## src/rtl/sef_params.svh

```systemverilog
`ifndef SEF_PARAMS_SVH
`define SEF_PARAMS_SVH

// register map, byte addresses on the apb
`define SEF_ADDR_W 12
`define SEF_OFS_ENABLE 12'h000
`define SEF_OFS_FLAGS 12'h004
`define SEF_OFS_MODE 12'h008
`define SEF_OFS_STATUS 12'h00C

// flag and enable bit positions (shared layout)
`define SEF_B_RX_ERROR 7
`define SEF_B_EOP 6
`define SEF_B_SYNC 5
`define SEF_B_TX_EMPTY 4
`define SEF_B_TX_UNDERRUN 3
`define SEF_B_LINK_PULSE 2
`define SEF_B_RX_FULL 1
`define SEF_B_CARRIER 0

// status register bit positions
`define SEF_B_ST_TX_LOADED 0
`define SEF_B_ST_LINK_PIN 1
`define SEF_B_ST_FRAME_PIN 2
`define SEF_B_ST_RX_EN_PIN 3

// reset values
`define SEF_ENABLE_RST 8'h00
`define SEF_FLAGS_RST 8'h00
`define SEF_MODE_RST 3'h0
`define SEF_SYNC_RST 3'h0

// timing
`define SEF_CLK_PERIOD_NS 40
`define SEF_LP_MIN_NS 60
`define SEF_LP_MAX_NS 200
`define SEF_LP_CNT_W 4

// usb bit unstuffing: this many ones in a row is an error
`define SEF_ONES_LIMIT 7
`define SEF_ONES_W 3

`endif

```

## src/rtl/sef_pkg.sv

```systemverilog
`include "sef_params.svh"

package sef_pkg;

  typedef enum logic [2:0] {
    SEF_MODE_OFF = 3'h0,
    SEF_MODE_10BT = 3'h1,
    SEF_MODE_USB = 3'h2,
    SEF_MODE_UART = 3'h3,
    SEF_MODE_SPI = 3'h5,
    SEF_MODE_GPSI = 3'h6
  } sef_mode_t;

  typedef enum logic [2:0] {
    SEF_LP_IDLE = 3'b001,
    SEF_LP_HIGH = 3'b010,
    SEF_LP_LONG = 3'b100
  } sef_lp_st_t;

  // event and level inputs from the serializer datapath, core clock domain
  typedef struct packed {
    logic manch_err;
    logic rx_bit_vld;
    logic rx_bit;
    logic rx_eop;
    logic sync_det;
    logic tx_load;
    logic tx_take;
    logic tx_shift_done;
    logic tx_busy;
    logic rx_buf_full;
    logic rx_busy;
    logic carrier;
  } sef_evt_t;

  typedef struct packed {
    logic psel;
    logic penable;
    logic pwrite;
    logic [`SEF_ADDR_W-1:0] paddr;
    logic [31:0] pwdata;
  } sef_apb_req_t;

  typedef struct packed {
    logic [2:0] s1;
    logic [2:0] s2;
    logic [2:0] s3;
    logic [2:0] filt;
  } sef_pinsync_t;

  typedef struct packed {
    logic [7:0] enable;
    logic [7:0] flags;
    sef_mode_t mode;
    sef_pinsync_t pins;
    sef_lp_st_t lp_st;
    logic [`SEF_LP_CNT_W-1:0] lp_cnt;
    logic [`SEF_ONES_W-1:0] ones;
    logic tx_loaded;
    logic rx_full_prev;
    logic tx_eop_req;
    logic irq;
    logic [31:0] prdata;
  } sef_state_t;

endpackage

```

## src/rtl/sef_event_flags.sv

```systemverilog
// Functional notes
// RULE_01 - enable register mirrors flag layout, gates interrupts
// RULE_02 - flag bits seven down to zero fixed
// RULE_03 - 10BASE-T Manchester phase error sets receive error
// RULE_04 - USB seven ones in a row sets receive error
// RULE_05 - event flags stay set until software clears
// RULE_06 - 10BASE-T/USB line end of packet sets flag
// RULE_07 - GPSI receive enable falling sets end flag
// RULE_08 - SPI framing rising edge sets end flag
// RULE_09 - sync detected only in 10BASE-T and USB
// RULE_10 - transmit buffer becoming empty sets flag
// RULE_11 - shift done with empty buffer sets underrun
// RULE_12 - USB/10BASE-T underrun requests line end of packet
// RULE_13 - Ethernet link pulse 60 to 200 ns sets flag
// RULE_14 - USB: link bit shows transmitter idle live
// RULE_15 - receive buffer becoming full sets flag
// RULE_16 - carrier bit live; USB shows not receiving
// RULE_17 - 10BASE-T holds carrier bit at zero
// RULE_18 - three-bit protocol select steers flag meaning
// RULE_19 - irq while flag and enable; write zero clears
`timescale 1ns/1ns
`default_nettype none

`include "sef_params.svh"

module sef_event_flags #(
  parameter int LP_MIN_NS = `SEF_LP_MIN_NS,
  parameter int LP_MAX_NS = `SEF_LP_MAX_NS,
  parameter int CLK_PERIOD_NS = `SEF_CLK_PERIOD_NS
) (
  // clock and reset
  input wire logic I_SYS_CLK,
  input wire logic I_RST,
  // apb slave
  input wire sef_pkg::sef_apb_req_t I_APB,
  output logic [31:0] O_PRDATA,
  output logic O_PREADY,
  output logic O_PSLVERR,
  // datapath events, same clock
  input wire sef_pkg::sef_evt_t I_EVT,
  // line pins, asynchronous
  input wire logic I_LINK_PULSE,
  input wire logic I_FRAME,
  input wire logic I_RECEIVE_ENABLE_INPUT,
  // to datapath and core
  output logic [2:0] O_PROTOCOL_SELECT,
  output logic O_TX_EOP_REQ,
  output logic O_IRQ
);
  import sef_pkg::*;

  // least time rounds up, longest time rounds down
  localparam int LP_MIN_CYC_RAW = (LP_MIN_NS + CLK_PERIOD_NS - 1) / CLK_PERIOD_NS;
  localparam int LP_MIN_CYC = (LP_MIN_CYC_RAW < 1) ? 1 : LP_MIN_CYC_RAW;
  localparam int LP_MAX_CYC = LP_MAX_NS / CLK_PERIOD_NS;
  localparam int LP_CNT_MAX = (1 << `SEF_LP_CNT_W) - 1;
  localparam logic [`SEF_LP_CNT_W-1:0] LP_MIN_C = LP_MIN_CYC[`SEF_LP_CNT_W-1:0];
  localparam logic [`SEF_LP_CNT_W-1:0] LP_MAX_C = LP_MAX_CYC[`SEF_LP_CNT_W-1:0];
  localparam int ONES_LAST_I = `SEF_ONES_LIMIT - 1;
  localparam logic [`SEF_ONES_W-1:0] ONES_LAST = ONES_LAST_I[`SEF_ONES_W-1:0];

  // pin index inside the synchroniser vectors
  localparam int P_LINK = 0;
  localparam int P_FRAME = 1;
  localparam int P_RECEIVE_ENABLE_INPUT = 2;

  // refuse parameter sets that the counters cannot serve, before any simulation starts
  if (LP_MAX_CYC < LP_MIN_CYC || LP_MAX_CYC < 1 || LP_MAX_CYC >= LP_CNT_MAX) begin : g_lp_chk
    $error("link pulse window does not fit the pulse counter");
  end
  if (ONES_LAST_I < 1 || ONES_LAST_I >= (1 << `SEF_ONES_W)) begin : g_ones_chk
    $error("unstuffing limit does not fit the ones counter");
  end

  sef_state_t st_r;
  sef_state_t st_nxt;

  logic acc;
  logic setup;
  logic wr;
  logic hit_en;
  logic hit_fl;
  logic hit_md;
  logic hit_st;
  logic mapped;
  logic is_10bt;
  logic is_usb;
  logic [2:0] pin_prev;
  logic [7:0] ev;
  logic [7:0] clr;
  logic [7:0] sticky_msk;
  logic [7:0] live;
  logic lp_ok;
  logic underrun;

  assign acc = I_APB.psel & I_APB.penable;
  assign setup = I_APB.psel & ~I_APB.penable;
  assign wr = acc & I_APB.pwrite;
  assign hit_en = (I_APB.paddr == `SEF_OFS_ENABLE);
  assign hit_fl = (I_APB.paddr == `SEF_OFS_FLAGS);
  assign hit_md = (I_APB.paddr == `SEF_OFS_MODE);
  assign hit_st = (I_APB.paddr == `SEF_OFS_STATUS);
  assign mapped = hit_en | hit_fl | hit_md | hit_st;

  assign is_10bt = (st_r.mode == SEF_MODE_10BT); // RULE_18
  assign is_usb = (st_r.mode == SEF_MODE_USB); // RULE_18

  always_comb begin
    st_nxt = st_r;
    pin_prev = st_r.pins.filt;
    ev = 8'h00;
    clr = 8'h00;
    sticky_msk = 8'h00;
    live = 8'h00;
    lp_ok = 1'b0;
    underrun = 1'b0;

    // pins: three stages, a change counts once stages two and three agree
    st_nxt.pins.s1 = {I_RECEIVE_ENABLE_INPUT, I_FRAME, I_LINK_PULSE};
    st_nxt.pins.s2 = st_r.pins.s1;
    st_nxt.pins.s3 = st_r.pins.s2;
    for (int i = 0; i < 3; i++) begin
      if (st_r.pins.s2[i] == st_r.pins.s3[i]) begin
        st_nxt.pins.filt[i] = st_r.pins.s3[i];
      end
    end

    // link pulse width measured in cycles of the filtered pin
    case (st_r.lp_st)
      SEF_LP_IDLE: begin
        if (st_nxt.pins.filt[P_LINK] && !pin_prev[P_LINK]) begin
          st_nxt.lp_st = SEF_LP_HIGH;
          st_nxt.lp_cnt = {{(`SEF_LP_CNT_W-1){1'b0}}, 1'b1};
        end
      end
      SEF_LP_HIGH: begin
        if (!st_nxt.pins.filt[P_LINK]) begin
          st_nxt.lp_st = SEF_LP_IDLE;
          lp_ok = (st_r.lp_cnt >= LP_MIN_C) && (st_r.lp_cnt <= LP_MAX_C); // RULE_13
        end else if (st_r.lp_cnt == LP_MAX_C) begin
          // too long to be a link pulse: wait out the rest of it
          st_nxt.lp_st = SEF_LP_LONG;
        end else begin
          st_nxt.lp_cnt = st_r.lp_cnt + 1'b1;
        end
      end
      SEF_LP_LONG: begin
        if (!st_nxt.pins.filt[P_LINK]) begin
          st_nxt.lp_st = SEF_LP_IDLE;
        end
      end
      default: begin
        st_nxt.lp_st = SEF_LP_IDLE;
      end
    endcase

    // usb bit unstuffing check on the received bit stream
    if (I_EVT.rx_bit_vld) begin
      if (!I_EVT.rx_bit) begin
        st_nxt.ones = '0;
      end else if (st_r.ones == ONES_LAST) begin
        st_nxt.ones = '0;
        ev[`SEF_B_RX_ERROR] = is_usb; // RULE_04
      end else begin
        st_nxt.ones = st_r.ones + 1'b1;
      end
    end
    if (is_10bt && I_EVT.manch_err) begin
      ev[`SEF_B_RX_ERROR] = 1'b1; // RULE_03
    end

    // end of packet, source depends on protocol
    case (st_r.mode)
      SEF_MODE_10BT, SEF_MODE_USB: begin
        ev[`SEF_B_EOP] = I_EVT.rx_eop; // RULE_06
      end
      SEF_MODE_GPSI: begin
        ev[`SEF_B_EOP] = pin_prev[P_RECEIVE_ENABLE_INPUT] & ~st_nxt.pins.filt[P_RECEIVE_ENABLE_INPUT]; // RULE_07
      end
      SEF_MODE_SPI: begin
        ev[`SEF_B_EOP] = ~pin_prev[P_FRAME] & st_nxt.pins.filt[P_FRAME]; // RULE_08
      end
      default: begin
        ev[`SEF_B_EOP] = 1'b0;
      end
    endcase

    ev[`SEF_B_SYNC] = I_EVT.sync_det & (is_10bt | is_usb); // RULE_09

    // transmit buffer occupancy; a load in the same cycle as a take keeps it full
    if (I_EVT.tx_load) begin
      st_nxt.tx_loaded = 1'b1;
    end else if (I_EVT.tx_take) begin
      st_nxt.tx_loaded = 1'b0;
    end
    ev[`SEF_B_TX_EMPTY] = st_r.tx_loaded & ~st_nxt.tx_loaded; // RULE_10
    underrun = I_EVT.tx_shift_done & ~st_r.tx_loaded & ~I_EVT.tx_load; // RULE_11
    ev[`SEF_B_TX_UNDERRUN] = underrun;
    st_nxt.tx_eop_req = underrun & (is_10bt | is_usb); // RULE_12

    ev[`SEF_B_LINK_PULSE] = lp_ok & is_10bt; // RULE_13

    st_nxt.rx_full_prev = I_EVT.rx_buf_full;
    ev[`SEF_B_RX_FULL] = I_EVT.rx_buf_full & ~st_r.rx_full_prev; // RULE_15

    // live bits replace the sticky ones where the mode says so
    sticky_msk = 8'hFF;
    sticky_msk[`SEF_B_CARRIER] = 1'b0;
    if (is_usb) begin
      sticky_msk[`SEF_B_LINK_PULSE] = 1'b0;
      live[`SEF_B_LINK_PULSE] = ~I_EVT.tx_busy; // RULE_14
      live[`SEF_B_CARRIER] = ~I_EVT.rx_busy; // RULE_16
    end else if (is_10bt) begin
      live[`SEF_B_CARRIER] = 1'b0; // RULE_17
    end else begin
      live[`SEF_B_CARRIER] = I_EVT.carrier; // RULE_16
    end

    // register writes take effect at the access edge
    if (wr && hit_en) begin
      st_nxt.enable = I_APB.pwdata[7:0]; // RULE_01
    end
    if (wr && hit_md) begin
      st_nxt.mode = sef_mode_t'(I_APB.pwdata[2:0]); // RULE_18
    end
    if (wr && hit_fl) begin
      clr = ~I_APB.pwdata[7:0]; // RULE_19
    end

    // a new event wins over a clear in the same cycle
    st_nxt.flags = (((st_r.flags & ~clr) | ev) & sticky_msk) | live; // RULE_05 RULE_02

    st_nxt.irq = |(st_nxt.flags & st_nxt.enable); // RULE_01 RULE_19

    // read data is captured in the setup cycle so that it leaves a flop
    if (setup) begin
      st_nxt.prdata = 32'h0000_0000;
      if (hit_en) begin
        st_nxt.prdata[7:0] = st_r.enable;
      end
      if (hit_fl) begin
        st_nxt.prdata[7:0] = st_r.flags;
      end
      if (hit_md) begin
        st_nxt.prdata[2:0] = st_r.mode;
      end
      if (hit_st) begin
        st_nxt.prdata[`SEF_B_ST_TX_LOADED] = st_r.tx_loaded;
        st_nxt.prdata[`SEF_B_ST_LINK_PIN] = st_r.pins.filt[P_LINK];
        st_nxt.prdata[`SEF_B_ST_FRAME_PIN] = st_r.pins.filt[P_FRAME];
        st_nxt.prdata[`SEF_B_ST_RX_EN_PIN] = st_r.pins.filt[P_RECEIVE_ENABLE_INPUT];
      end
    end
  end

  always_ff @(posedge I_SYS_CLK or posedge I_RST) begin
    if (I_RST) begin
      st_r.enable <= `SEF_ENABLE_RST;
      st_r.flags <= `SEF_FLAGS_RST;
      st_r.mode <= SEF_MODE_OFF;
      st_r.pins.s1 <= `SEF_SYNC_RST;
      st_r.pins.s2 <= `SEF_SYNC_RST;
      st_r.pins.s3 <= `SEF_SYNC_RST;
      st_r.pins.filt <= `SEF_SYNC_RST;
      st_r.lp_st <= SEF_LP_IDLE;
      st_r.lp_cnt <= '0;
      st_r.ones <= '0;
      st_r.tx_loaded <= 1'b0;
      st_r.rx_full_prev <= 1'b0;
      st_r.tx_eop_req <= 1'b0;
      st_r.irq <= 1'b0;
      st_r.prdata <= 32'h0000_0000;
    end else begin
      st_r <= st_nxt;
    end
  end

  // zero wait states: every access completes in its first access cycle
  assign O_PREADY = 1'b1;
  assign O_PSLVERR = acc & ~mapped;
  assign O_PRDATA = st_r.prdata;
  assign O_PROTOCOL_SELECT = st_r.mode;
  assign O_TX_EOP_REQ = st_r.tx_eop_req;
  assign O_IRQ = st_r.irq;

endmodule

`default_nettype wire

```

## config.mk

```make
export PLATFORM = sky130hd
export DESIGN_NAME = sef_event_flags
export DESIGN_NICKNAME = d
export VERILOG_FILES = /design/src/rtl/sef_pkg.sv /design/src/rtl/sef_event_flags.sv
export VERILOG_INCLUDE_DIRS = /design/src /design/src/rtl
export SDC_FILE = /design/constraint.sdc
export NUM_CORES = 1
export LEC_CHECK = 0
export BUFFER_PORTS_ARGS = -buffer_cell sky130_fd_sc_hd__buf_2
export CAP_MARGIN = 20
export CORE_MARGIN = 2
export CORE_UTILIZATION = 53
export CTS_CLUSTER_SIZE = 8
export DETAILED_ROUTE_END_ITERATION = 12
export PLACE_DENSITY_LB_ADDON = 0.12
export SLEW_MARGIN = 20
export SYNTH_ARGS = -nofsm -noshare
export SYNTH_HDL_FRONTEND = slang
export SYNTH_SLANG_ARGS = --single-unit
```

## constraint.sdc

```tcl
create_clock -name I_SYS_CLK -period 3.2 [get_ports I_SYS_CLK]
set_input_delay 0.48 -clock I_SYS_CLK [delete_from_list [all_inputs] [get_ports I_SYS_CLK]]
set_output_delay 0.48 -clock I_SYS_CLK [all_outputs]
set_load 0.05 [all_outputs]
```

## Word-level counts from Yosys, hierarchy flattened

Index checks and enable logic that the tools add are counted.

- Add/subtract/negate cells: 2
- Magnitude comparators: 2
- Equality and inequality tests: 20
- Multiplexer cells: 32
- Bitwise operators: 34
- Reductions and logical operators: 13

Operators by type and width:

| kind | number |
|---|---|
| two-way mux 8 bit | 4 |
| bitwise AND 8 bit | 3 |
| == test 12 x 4 -> 1 bit (second input constant) | 2 |
| two-way mux 3 bit | 6 |
| NOT 8 bit | 2 |
| two-way mux 1 bit | 15 |
| bitwise AND 1 bit | 13 |
| == test 12 x 3 -> 1 bit (second input constant) | 1 |
| == test 3 bit (second input constant) | 4 |
| zero test 12 bit | 1 |
| two-way mux 4 bit | 3 |
| NOT 1 bit | 10 |
| one-hot mux 3 bit (3 select lines) | 1 |
| != test 2 bit (second input constant) | 4 |
| OR 8 x 3 -> 8 bit | 1 |
| OR 8 bit | 1 |
| one-hot mux 4 bit (2 select lines) | 1 |
| OR reduction 8 bit | 1 |
| two-way mux 7 bit | 1 |
| == test 3 x 1 -> 1 bit (second input constant) | 2 |
| == test 3 x 2 -> 1 bit (second input constant) | 2 |
| logical AND 1 bit | 6 |
| adder 4 x 1 -> 4 bit (second input constant) | 1 |
| == test 4 x 3 -> 1 bit (second input constant) | 1 |
| other kinds (12) | 17 |

- Register bits after elaboration: 53
- Input port bits: 64
- Output and inout bits: 39
- Logic and storage cells: 118

## Longest topological paths before layout

Gate-level depths: netlist of run 1.

- Depth after elaboration: 11
- Mapped depth: 8
- Gate-level depth less buffers: 8

## Least setup slack after synthesis of run 1

Ideal clock, no wire load.

- Path kind: in2out
- From: input port I_APB[40] in the netlist's numbering
- To: output port O_PSLVERR
- Arrival: 1412 ps
- Required time: 2720 ps
- Setup slack: 1308 ps
- Stages: 3
- Path buffers: 0
- Path through: nor4_4 -> and3_2 -> nor2_1

- Longest elaborated chain between the ends: 6
- Elaborated cells between the ends (all ways): 9
- Classes of those cells: eq/ne (3); bitwise (5); reduce/logical (1)

RTL lines:

| element | line | text |
|---|---|---|
| start, declared | sef_event_flags.sv:35 | `input wire sef_pkg::sef_apb_req_t I_APB,` |
| == test 12 x 3 -> 1 bit (no source line) / zero test 12 bit (equally long branches) | - |  |
| OR 1 bit (2 in series) | sef_event_flags.sv:103 | `assign mapped = hit_en \| hit_fl \| hit_md \| hit_st;` |
| OR 1 bit * | sef_event_flags.sv:103 |  |
| NOT 1 bit * | sef_event_flags.sv:280 | `assign O_PSLVERR = acc & ~mapped;` |
| bitwise AND 1 bit * | sef_event_flags.sv:280 |  |
| end, declared | sef_event_flags.sv:38 | `output logic O_PSLVERR,` |

Mark *: on every way between the ends. The rest lies on a longest branch, timed or not.

==> metrics.cfg, run 1 <==
[logic_synthesis]
synth.avg_cell_area_um2 = 10.6
yosysWarnings = 0
synth-async-reset-ratio_pct = 100
synth-edff-count = 0
syn_area_um2 = 2780
ys_seq_area_share_pct = 47.8
synthCells = 261
synth_seq_cells = 53
synth.distinct_cells = 49
synth_ff_type = dfrtp_1

[clock_tree]
cts_root_buf = clkbuf_8
clk_pin_slew_ns = 0.09
cts_sinks = 53
htree_levels = 2
cts_hold_buf = 0
cts_buffer_depth = 2
tritoncts = done
cts_setup_buffers = 0
post_cts_resize_count = 0
clk_latency_ns = 0.31
numCtsBuffers = 5

[layout]
area_delta_synth_final_pct = 9.47
layout-drive-gt1-share_pct = 27.4
layout_commonest_cell = buf_2
nets = 374
regArea_um2 = 1330
multi_input_area_um2 = 1210
layout_common_cells = 53 x buf_2, 52 x dfrtp_1, 29 x nand2_1
n_fill_cell = 461
finalInstanceArea_um2 = 3040
diodes = 0

[place]
portBuffers = 53
dpl_worst_slack_ns = 0.688
place_hpwl_mm = 3.98
postPlaceCellArea_um2 = 2950
gp_congestion = 0.817

[job]
cap_violations = 0

[route]
via_count = 1885
drt-pass1-iter-count = 4
vias_per_cell = 5.00
wl_per_cell_um = 13.8
drt_iter0_markers = 71
drc = 0
routed_wl_mm = 5.20
antenna_left = 0

[sta]
fin_skew_ns = 0.00258
finalCriticalPeriod_ns = 2.13
report.final.slew_viol_count = 0
rsz0062_at_grt = no
hold_violations = 0
fin_tns_setup_ns = 0
fmax_ghz = 0.469
setup_ws_ns = 1.07
fin_crit_sh_pct = 66.6
setup_viol = 0
whs_ns = 0.162

[setup_path]
critPathArrivalTime_ns = 2.32
cpLargestDelayFamily = simple AND/OR/NAND/NOR gates
cp_slowest_cell = nand4_1
crit_path_end = O_IRQ
reg2reg_depth = 7
r2r_start = st_r[40]
critPathLaunchType = primary input
critPathRequiredTime_ns = 3.38
worstSetupEndpointType = flip-flop
critPathBufInv = 1
max_stage_delay_ns = 0.45
crit_path_max_fanout = 8
r2r-end = st_r[42]
path_class = primary input to flip-flop
path_cells = buf_2 > nor4_4 > nand4_1 > o21ai_0 > o21ai_0 > o211ai_1 > nand4_1
r2r_setup_slack_ns = 1.33
crit_start = I_APB[41]
path_depth = 7

[floorplanning]
fp.dieH_um = 76.4
core_area_um2 = 5070
die-area_um2 = 5830
num_rows = 26
io-pin-count = 103
initial_core_util_pct = 54.7
die_w_um = 76.4

[global_routing]
grt_pass1_wl_mm = 8.67
grt_antenna_before_repair = 0
grt_pass1_vias = 1920
grt_start_max_net_pins = 34
grt_overflow_total = 0
grtUsageTotal_pct = 18.7

[pwr]
p_per_area_nw_per_um2 = 427
p_leak_nw = 1.51
peakVddDrop_mv = 0.232

[min_path]
min_path_type = primary input to asynchronous set/reset pin

[outcome]
status = completed

metrics by stage:
step	utilization (%)	std cells	power [mW]
after floorplan	-	284	0.900
after global placement	57.8	368	0.930
after detailed placement	58.2	369	0.937
after CTS	59.9	377	1.30
after global routing	59.9	377	1.36
final	59.9	377	1.30
cell usage after synthesis (3+ instances only):
library cell,instances,area share (%)
o31ai_1,3,0.81
a21oi_1,5,0.90
buf_4,36,9.7
nor3_1,4,0.72
mux2i_1,7,2.5
nor2_1,13,1.8
nor4_4,3,2.3
mux2_2,9,3.7
nand4b_1,3,0.95
mux4_2,3,2.4
dfrtp_1,52,47
nand3_1,4,0.72
nand2_1,29,3.9
nand4_1,4,0.90
inv_1,10,1.4
nand2b_1,6,1.4
o21ai_0,22,4.0
ha_1,4,1.8
a22oi_1,4,1.1
per-layer routing:
metal | GRT usage (%) | up-vias | wire [µm] | part of all wire [%]
li1 | - | 947 | - | -
met1 | 22.1 | 892 | 2220 | 43
met2 | 32.7 | 36 | 2690 | 52
met3 | 4.38 | 10 | 203 | 3.9
met4 | 7.64 | 0 | 91 | 1.7
met5 | 0 | - | 0 | 0
cell families (layout without fill, tap and decap cells):
family / count (synthesis) / after routing / share of synthesized area, %
compound gates: 46 / 46 / 10.3
fa+ha+maj: 6 / 6 / 2.52
buf+inv: 50 / 73 / 11.7
flops: 53 / 53 / 47.8
mux: 20 / 20 / 9.15
other cells: 2 / 25 / 0.271
simple gates: 84 / 84 / 18.2
worst min-delay path by stage:
stage | to | slack [ns] | startpoint
after floorplan | st_nxt[49] | 0.33 | st_nxt[52]
after global placement | st_nxt[49] | 0.33 | st_nxt[52]
after detailed placement | st_nxt[51] | 0.34 | st_nxt[54]
after CTS | st_r[37] | 0.17 | I_RST
after global routing | st_r[44] | 0.20 | I_RST
final | st_r[37] | 0.16 | I_RST
sequential cells by signal, summed over array words and instances, names as in the netlist:
| register | flops |
|---|---|
| O_PRDATA | 8 |
| O_PROTOCOL_SELECT | 3 |
| O_IRQ | 1 |
| st_r | 31 |
| pin_prev | 3 |
| O_TX_EOP_REQ | 1 |
| st_nxt | 6 |
power breakdown:
part	internal (mW)	leakage, nW	switching [mW]
registers	0.697	0.655	0.0243
clock network	0.155	0.0385	0.220
logic	0.0587	0.811	0.143
total	0.911	1.51	0.388
final cells by class:
type                       count  share of cell area, %
clock buffer                   7                   2.51
clock inverter                 1                  0.247
tap                           70                   2.88
timing repair buffer          55                   9.64
multi-input combinational    181                   39.8
sequential                    53                   43.7
inverter                      10                   1.24
Power figures use the tool's default switching activity.
==> run 2: changes to the inputs <==
ABC_AREA = 1   (was default)
CORE_UTILIZATION = 45   (was 53)
clock period = 1.8 ns   (was 3.2 ns; I/O delays follow)
==> run 2 against run 1 <==
  * Sequential power grew 96%
  * Critical path depth grew 4
  * Via count grew 19%
  * Largest cell class unchanged
  * Clock-buffer cell count is the same
  * Final cell count grew 26%
  * Sequential share of layout area shrank 2.4 points
  * Register-to-register slack lost 1.1 ns
==> metrics.cfg, run 2 <==
[min_path]
hold_start = I_LINK_PULSE
whs_endpoint = st_nxt[52]
min_path_type = primary input to flip-flop  ; was primary input to asynchronous set/reset pin
holdPathStages = 1

[floorplanning]
fp.dieH_um = 83.5  ; was 76.4 µm
core_area_um2 = 6030  ; was 5070 µm²
io-pin-count = 103  ; unchanged
num_rows = 28  ; was 26
die_w_um = 83.5  ; was 76.4 µm
initial_core_util_pct = 47.2  ; was 54.7%
die-area_um2 = 6970  ; was 5830 µm²

[clock_tree]
cts_sinks = 53  ; unchanged
cts_buffer_depth = 2  ; unchanged
cts_root_buf = clkbuf_8  ; unchanged
clk_latency_ns = 0.30  ; was 0.31 ns
htree_levels = 2  ; unchanged
tritoncts = done  ; unchanged
clk_pin_slew_ns = 0.09  ; about the same
numCtsBuffers = 5  ; unchanged

[sta]
hold_violations = 0  ; unchanged
fin_tns_setup_ns = 0  ; unchanged
report.final.slew_viol_count = 0  ; unchanged
fin_skew_ns = 0.00433  ; was 0.00258 ns
rsz0062_at_grt = no  ; unchanged
fmax_ghz = 0.619
finalCriticalPeriod_ns = 1.62
fin_crit_sh_pct = 89.8
setup_viol = 0  ; unchanged

[layout]
largest_reg_flops = 31  ; unchanged
finalInstanceArea_um2 = 3220  ; was 3040 µm²
diodes = 0  ; unchanged
regMostFlops = st_r  ; unchanged
layout_common_cells = 82 x nand2_1, 53 x buf_2, 52 x dfrtp_1  ; was 53 x buf_2, 52 x dfrtp_1, 29 x nand2_1
nets = 469  ; was 374
layout-drive-gt1-share_pct = 21.7  ; was 27.4%
area_delta_synth_final_pct = 13.2  ; was 9.47%
layout_commonest_cell = nand2_1  ; was buf_2

[setup_path]
r2r_start = st_r[39]  ; was st_r[40]
max_stage_delay_ns = 0.41  ; was 0.45 ns
r2r_setup_slack_ns = 0.18  ; was 1.33 ns
r2r-end = O_IRQ  ; was st_r[42]
crit_path_max_fanout = 4  ; was 8
critPathRequiredTime_ns = 1.99  ; was 3.38 ns
critPathLaunchType = flip-flop  ; was primary input
worstSetupEndpointType = flip-flop  ; unchanged
critPathArrivalTime_ns = 1.80  ; was 2.32 ns
path_class = flip-flop to flip-flop  ; was primary input to flip-flop
cp_slowest_cell = dfrtp_1  ; was nand4_1
path_cells = inv_1 > ha_1 > nand3b_1 > nand3_1 > nor2_1 > nor2_1 > nand2_1 > nand3_1 > nand2_1 > nor2_1 > nand2_1  ; was buf_2 > nor4_4 > nand4_1 > o21ai_0 > o21ai_0 > o211ai_1 > nand4_1
reg2reg_depth = 11  ; was 7

[global_routing]
grt_start_max_net_pins = 35  ; was 34
grtUsageTotal_pct = 17.2  ; was 18.7%
grt_antenna_before_repair = 0  ; unchanged
grt_pass1_wl_mm = 9.69  ; was 8.67 mm
grt_overflow_total = 0  ; unchanged
grt_pass1_vias = 2108  ; was 1920

[logic_synthesis]
synth_top_cells_by_count = 82 x nand2_1, 52 x dfrtp_1, 40 x inv_1  ; was 52 x dfrtp_1, 36 x buf_4, 29 x nand2_1
synth.distinct_cells = 37  ; was 49
ys_seq_area_share_pct = 46.7  ; was 47.8%
ys_top_cells_by_area = dfrtp_1 46%, nand2_1 11%, buf_4 9.8%  ; was dfrtp_1 47%, buf_4 9.7%, o21ai_0 4.0%
synth-async-reset-ratio_pct = 100  ; unchanged
yosysWarnings = 0  ; unchanged
synth_ff_type = dfrtp_1  ; unchanged
synth_seq_cells = 53  ; unchanged
synth_top_area_share_pct = 45.8  ; was 46.9%
synthCells = 343  ; was 261
syn_area_um2 = 2840  ; was 2780 µm²
synth.avg_cell_area_um2 = 8.29  ; was 10.6 µm²
synth.largest_area_cell = dfrtp_1  ; unchanged
synth.most_common_cell = nand2_1  ; was dfrtp_1
synth-edff-count = 0  ; unchanged

[pwr]
p_leak_nw = 1.70  ; was 1.51 nW
peakVddDrop_mv = 0.517  ; was 0.232 mV
p_per_area_nw_per_um2 = 865  ; was 427 nW/µm²

[route]
via_count = 2240  ; was 1885
vias_per_cell = 4.71  ; was 5.00
drc = 0  ; unchanged
routed_wl_mm = 5.78  ; was 5.20 mm
drt-pass1-iter-count = 4  ; unchanged
drt_iter0_markers = 150  ; was 71
antenna_left = 0  ; unchanged
wl_per_cell_um = 12.1  ; was 13.8 µm

[place]
place_hpwl_mm = 4.46  ; was 3.98 mm
portBuffers = 53  ; unchanged
gp_congestion = 0.781  ; was 0.817
postPlaceCellArea_um2 = 3110  ; was 2950 µm²

[outcome]
status = completed  ; unchanged

[job]
cap_violations = 0  ; unchanged

run 2: changes by cell type after synthesis, moves of 8 or more:
cell and change:
inv_1 +30, mux2_2 -8, nand3_1 +27, nand2_1 +53, nor2_1 +8, o21ai_0 -9
run 2: how the worst max path moves through the flow:
stage,startpoint,end,depth (start not counted)
after floorplan,I_APB[39],O_PSLVERR,6
after global placement,I_APB[37],O_IRQ,12
after detailed placement,I_APB[37],O_IRQ,12
after CTS,O_PROTOCOL_SELECT[0],O_IRQ,11
after global routing,st_r[39],O_IRQ,11
final,st_r[39],O_IRQ,11
run 2: cells by family after synthesis:
group / after synthesis / share of synthesized area (%)
AND/OR/NAND/NOR: 160 / 26.1
buffers and inverters: 82 / 16.1
flip-flops: 53 / 46.7
AO/OA/AOI/OAI: 36 / 7.04
adder cells (fa/ha/maj): 6 / 2.46
other: 2 / 0.264
XOR/XNOR: 2 / 0.616
multiplexers: 2 / 0.748
run 2: repair_timing:
action	4_1_cts	5_1_grt
hold buffers	1	0
endpoints found under the hold margin	18	0
gates resized for setup	0	1
setup buffers	0	1
setup endpoints to repair	0	2
run 2: layer usage:
| metal | vias up | track usage [%] | share of wire [%] |
|---|---|---|---|
| met1 | 1013 | 24.5 | 50 |
| met4 | 0 | 4.69 | 0.62 |
| li1 | 1152 | - | - |
| met3 | 4 | 3.96 | 5.8 |
| met5 | - | 0 | 0 |
| met2 | 71 | 26.5 | 44 |
run 2: per-stage QoR:
stage               total power, mW  cells  hold slack, ns  setup slack [ns]  util (%)
floorplan                      1.99    366           0.301             0.204         -
CTS                            2.77    475          0.0608             0.155      53.2
finish                         2.78    476          0.0725             0.184      53.4
global placement               2.09    467           0.305             0.117      51.6
global route                   2.97    476          0.0536           0.00100      53.4
detailed placement             2.10    467           0.311             0.102      51.6
run 2: worst max-delay path, delay by kind of cell (launching register included):
family / cells / cell delay (ns)
flip-flops: 1 / 0.41
AND/OR/NAND/NOR: 9 / 0.80
adder cells (fa/ha/maj): 1 / 0.20
buffers and inverters: 1 / 0.10
run 2: area by class of cell:
cell class / instances / area (µm²)
well taps: 75 / 93.8
inverters: 41 / 154
multi-input cells: 231 / 1160
flip-flops and latches: 53 / 1330
clock buffers: 7 / 86.3
repair buffers: 69 / 400
fillers: 586 / 2810
run 2: power by group:
part           internal [mW]  leakage [nW]  switching (mW)  total, mW
combinational          0.226          1.01           0.481      0.707
clock                  0.306        0.0443           0.364      0.670
sequential              1.31         0.652          0.0926       1.41
total                   1.84          1.70           0.938       2.78
==> run 3: changes to the inputs <==
CORE_MARGIN = 4   (was 2)
==> run 3 against run 2 <==
  * Non-clock buffer count is 3 lower
  * Cell area stayed put
  * Critical path depth is 2 lower
  * Maximum frequency is 0.87% lower
  * Sequential cell count stayed put
  * Register-to-register slack hardly changed
  * Via count is 0.76% lower
  * Combinational power is 4.2% lower
  * Wire length is 1.1% higher
  * Largest cell class unchanged
  * Largest power group unchanged
==> metrics.cfg, run 3 (synthesis gave the netlist of run 2 again) <==
[pwr]
combPwrFrac_pct = 23.2  ; was 25.4%
p_sw_share_pct = 32.5  ; was 33.7%
peakVddDrop_mv = 0.557  ; was 0.517 mV
switchingPower_uw = 948  ; was 938 µW
p_per_area_nw_per_um2 = 907  ; was 865 nW/µm²
p_leak_nw = 1.70  ; about the same
p_int_mw = 1.97  ; was 1.84 mW
clkPwrFrac_pct = 28.7  ; was 24.1%
seqPwrFrac_pct = 48.1  ; was 50.5%

[global_routing]
grt_antenna_before_repair = 0  ; unchanged
grt_pass1_wl_mm = 9.87  ; was 9.69 mm
grt_start_max_net_pins = 34  ; was 35
grtUsageTotal_pct = 16.4  ; was 17.2%
grt_overflow_total = 0  ; unchanged
grt_pass1_vias = 2089  ; was 2108

[layout]
area_delta_synth_final_pct = 13.2  ; unchanged
nets = 466  ; was 469
n_fill_cell = 607  ; was 586
layout_commonest_cell = nand2_1  ; unchanged
diodes = 0  ; unchanged
layout_common_cells = 82 x nand2_1, 53 x buf_2, 52 x dfrtp_1  ; unchanged
largest_reg_flops = 31  ; unchanged
layout-drive-gt1-share_pct = 21.3  ; was 21.7%
finalInstanceArea_um2 = 3220  ; unchanged
regMostFlops = st_r  ; unchanged

[sta]
report.final.slew_viol_count = 0  ; unchanged
finalCriticalPeriod_ns = 1.63  ; was 1.62 ns
setup_viol = 0  ; unchanged
rsz0062_at_grt = no  ; unchanged
hold_violations = 0  ; unchanged
fin_skew_ns = 0.00617  ; was 0.00433 ns
fin_tns_setup_ns = 0  ; unchanged
fin_crit_sh_pct = 90.6  ; was 89.8%
fmax_ghz = 0.613  ; was 0.619 GHz

[clock_tree]
numCtsBuffers = 5  ; unchanged
cts_root_buf = clkbuf_8  ; unchanged
clk_pin_slew_ns = 0.09  ; about the same
htree_levels = 2  ; unchanged
cts_hold_buf = 1  ; unchanged
clk_latency_ns = 0.30  ; about the same
cts_setup_buffers = 0  ; unchanged
post_cts_resize_count = 0  ; unchanged
tritoncts = done  ; unchanged
cts_buffer_depth = 2  ; unchanged
cts_sinks = 53  ; unchanged

[floorplanning]
die-area_um2 = 7650  ; was 6970 µm²
io-pin-count = 103  ; unchanged
die_w_um = 87.5  ; was 83.5 µm
num_rows = 28  ; unchanged
initial_core_util_pct = 47.2  ; unchanged
core_area_um2 = 6030  ; unchanged
fp.dieH_um = 87.5  ; was 83.5 µm

[min_path]
min_path_type = primary input to flip-flop  ; unchanged
holdPathStages = 1  ; unchanged
hold_start = I_FRAME  ; was I_LINK_PULSE
whs_endpoint = st_nxt[53]  ; was st_nxt[52]

[setup_path]
critPathArrivalTime_ns = 1.82  ; was 1.80 ns
r2r_start = pin_prev[0]  ; was st_r[39]
path_class = flip-flop to flip-flop  ; unchanged
crit_path_max_fanout = 9  ; was 4
r2r-end = st_r[41]  ; was O_IRQ
worstSetupEndpointType = flip-flop  ; unchanged
r2r_setup_slack_ns = 0.17  ; was 0.18 ns
reg2reg_depth = 9  ; was 11
critPathRequiredTime_ns = 1.99  ; about the same
critPathLaunchType = flip-flop  ; unchanged

[place]
place_hpwl_mm = 4.62  ; was 4.46 mm
portBuffers = 53  ; unchanged
postPlaceCellArea_um2 = 3090  ; was 3110 µm²
gp_congestion = 0.811  ; was 0.781

[route]
routed_wl_mm = 5.85  ; was 5.78 mm
via_count = 2223  ; was 2240
antenna_left = 0  ; unchanged
drt_iter0_markers = 140  ; was 150
drt-pass1-iter-count = 5  ; was 4
vias_per_cell = 4.69  ; was 4.71
wl_per_cell_um = 12.3  ; was 12.1 µm
drc = 0  ; unchanged

[job]
cap_violations = 0  ; unchanged

[outcome]
status = completed  ; unchanged

-- run 3: power groups by stage --
stage / registers (mW) / clock network, mW / logic, mW
final: 1.40 / 0.838 / 0.677
after global routing: 1.43 / 0.908 / 0.761
after CTS: 1.41 / 0.861 / 0.682
after detailed placement: 1.43 / 0 / 0.680
after global placement: 1.42 / 0 / 0.665
after floorplan: 1.41 / 0 / 0.579
-- run 3: metal layers --
layer	track usage [%]	up-vias	part of all wire, %
met2	24.2	75	45
met5	0	-	0
met3	3.69	4	7.4
met1	24.0	998	47
li1	-	1146	-
met4	4.60	0	0.87
-- run 3: per-stage QoR --
step	cells	setup slack, ns	utilization, %	hold slack, ns	power, mW
after floorplan	366	0.204	-	0.301	1.99
after global placement	465	0.0770	51.3	0.313	2.09
after detailed placement	465	0.0722	51.3	0.314	2.11
after CTS	474	0.174	53.4	0.0536	2.95
after global routing	474	0.00480	53.4	0.0497	3.10
final	474	0.170	53.4	0.0668	2.92
-- run 3: worst max path at each step --
stage	startpoint	end	slack, ns	cells after the start
after global placement	I_APB[33]	O_IRQ	0.08	12
after global routing	O_PROTOCOL_SELECT[2]	O_IRQ	0.005	10
after CTS	st_r[40]	st_r[41]	0.17	8
after detailed placement	I_APB[43]	O_IRQ	0.07	12
final	pin_prev[0]	st_r[41]	0.17	9
after floorplan	I_APB[39]	O_PSLVERR	0.20	6
-- run 3: layout make-up --
type / instances / area [µm²] / area share (%)
flip-flops and latches: 53 / 1330 / 41.3
inverters: 41 / 154 / 4.78
multi-input cells: 231 / 1150 / 35.7
repair buffers: 66 / 378 / 11.7
well taps: 75 / 93.8 / 2.92
clock buffers: 7 / 86.3 / 2.68
clock inverters: 1 / 30.0 / 0.933
-- run 3: worst max-delay path, stage by stage, from the launching register on --
cell and delay [ns]:
dfrtp_1 0.41, nand2_1 0.07, nand2_1 0.05, nand2_1 0.11
o21ai_1 0.25, inv_1 0.08, a21oi_2 0.28, nand3_1 0.11
o21ai_0 0.11, a21oi_1 0.06
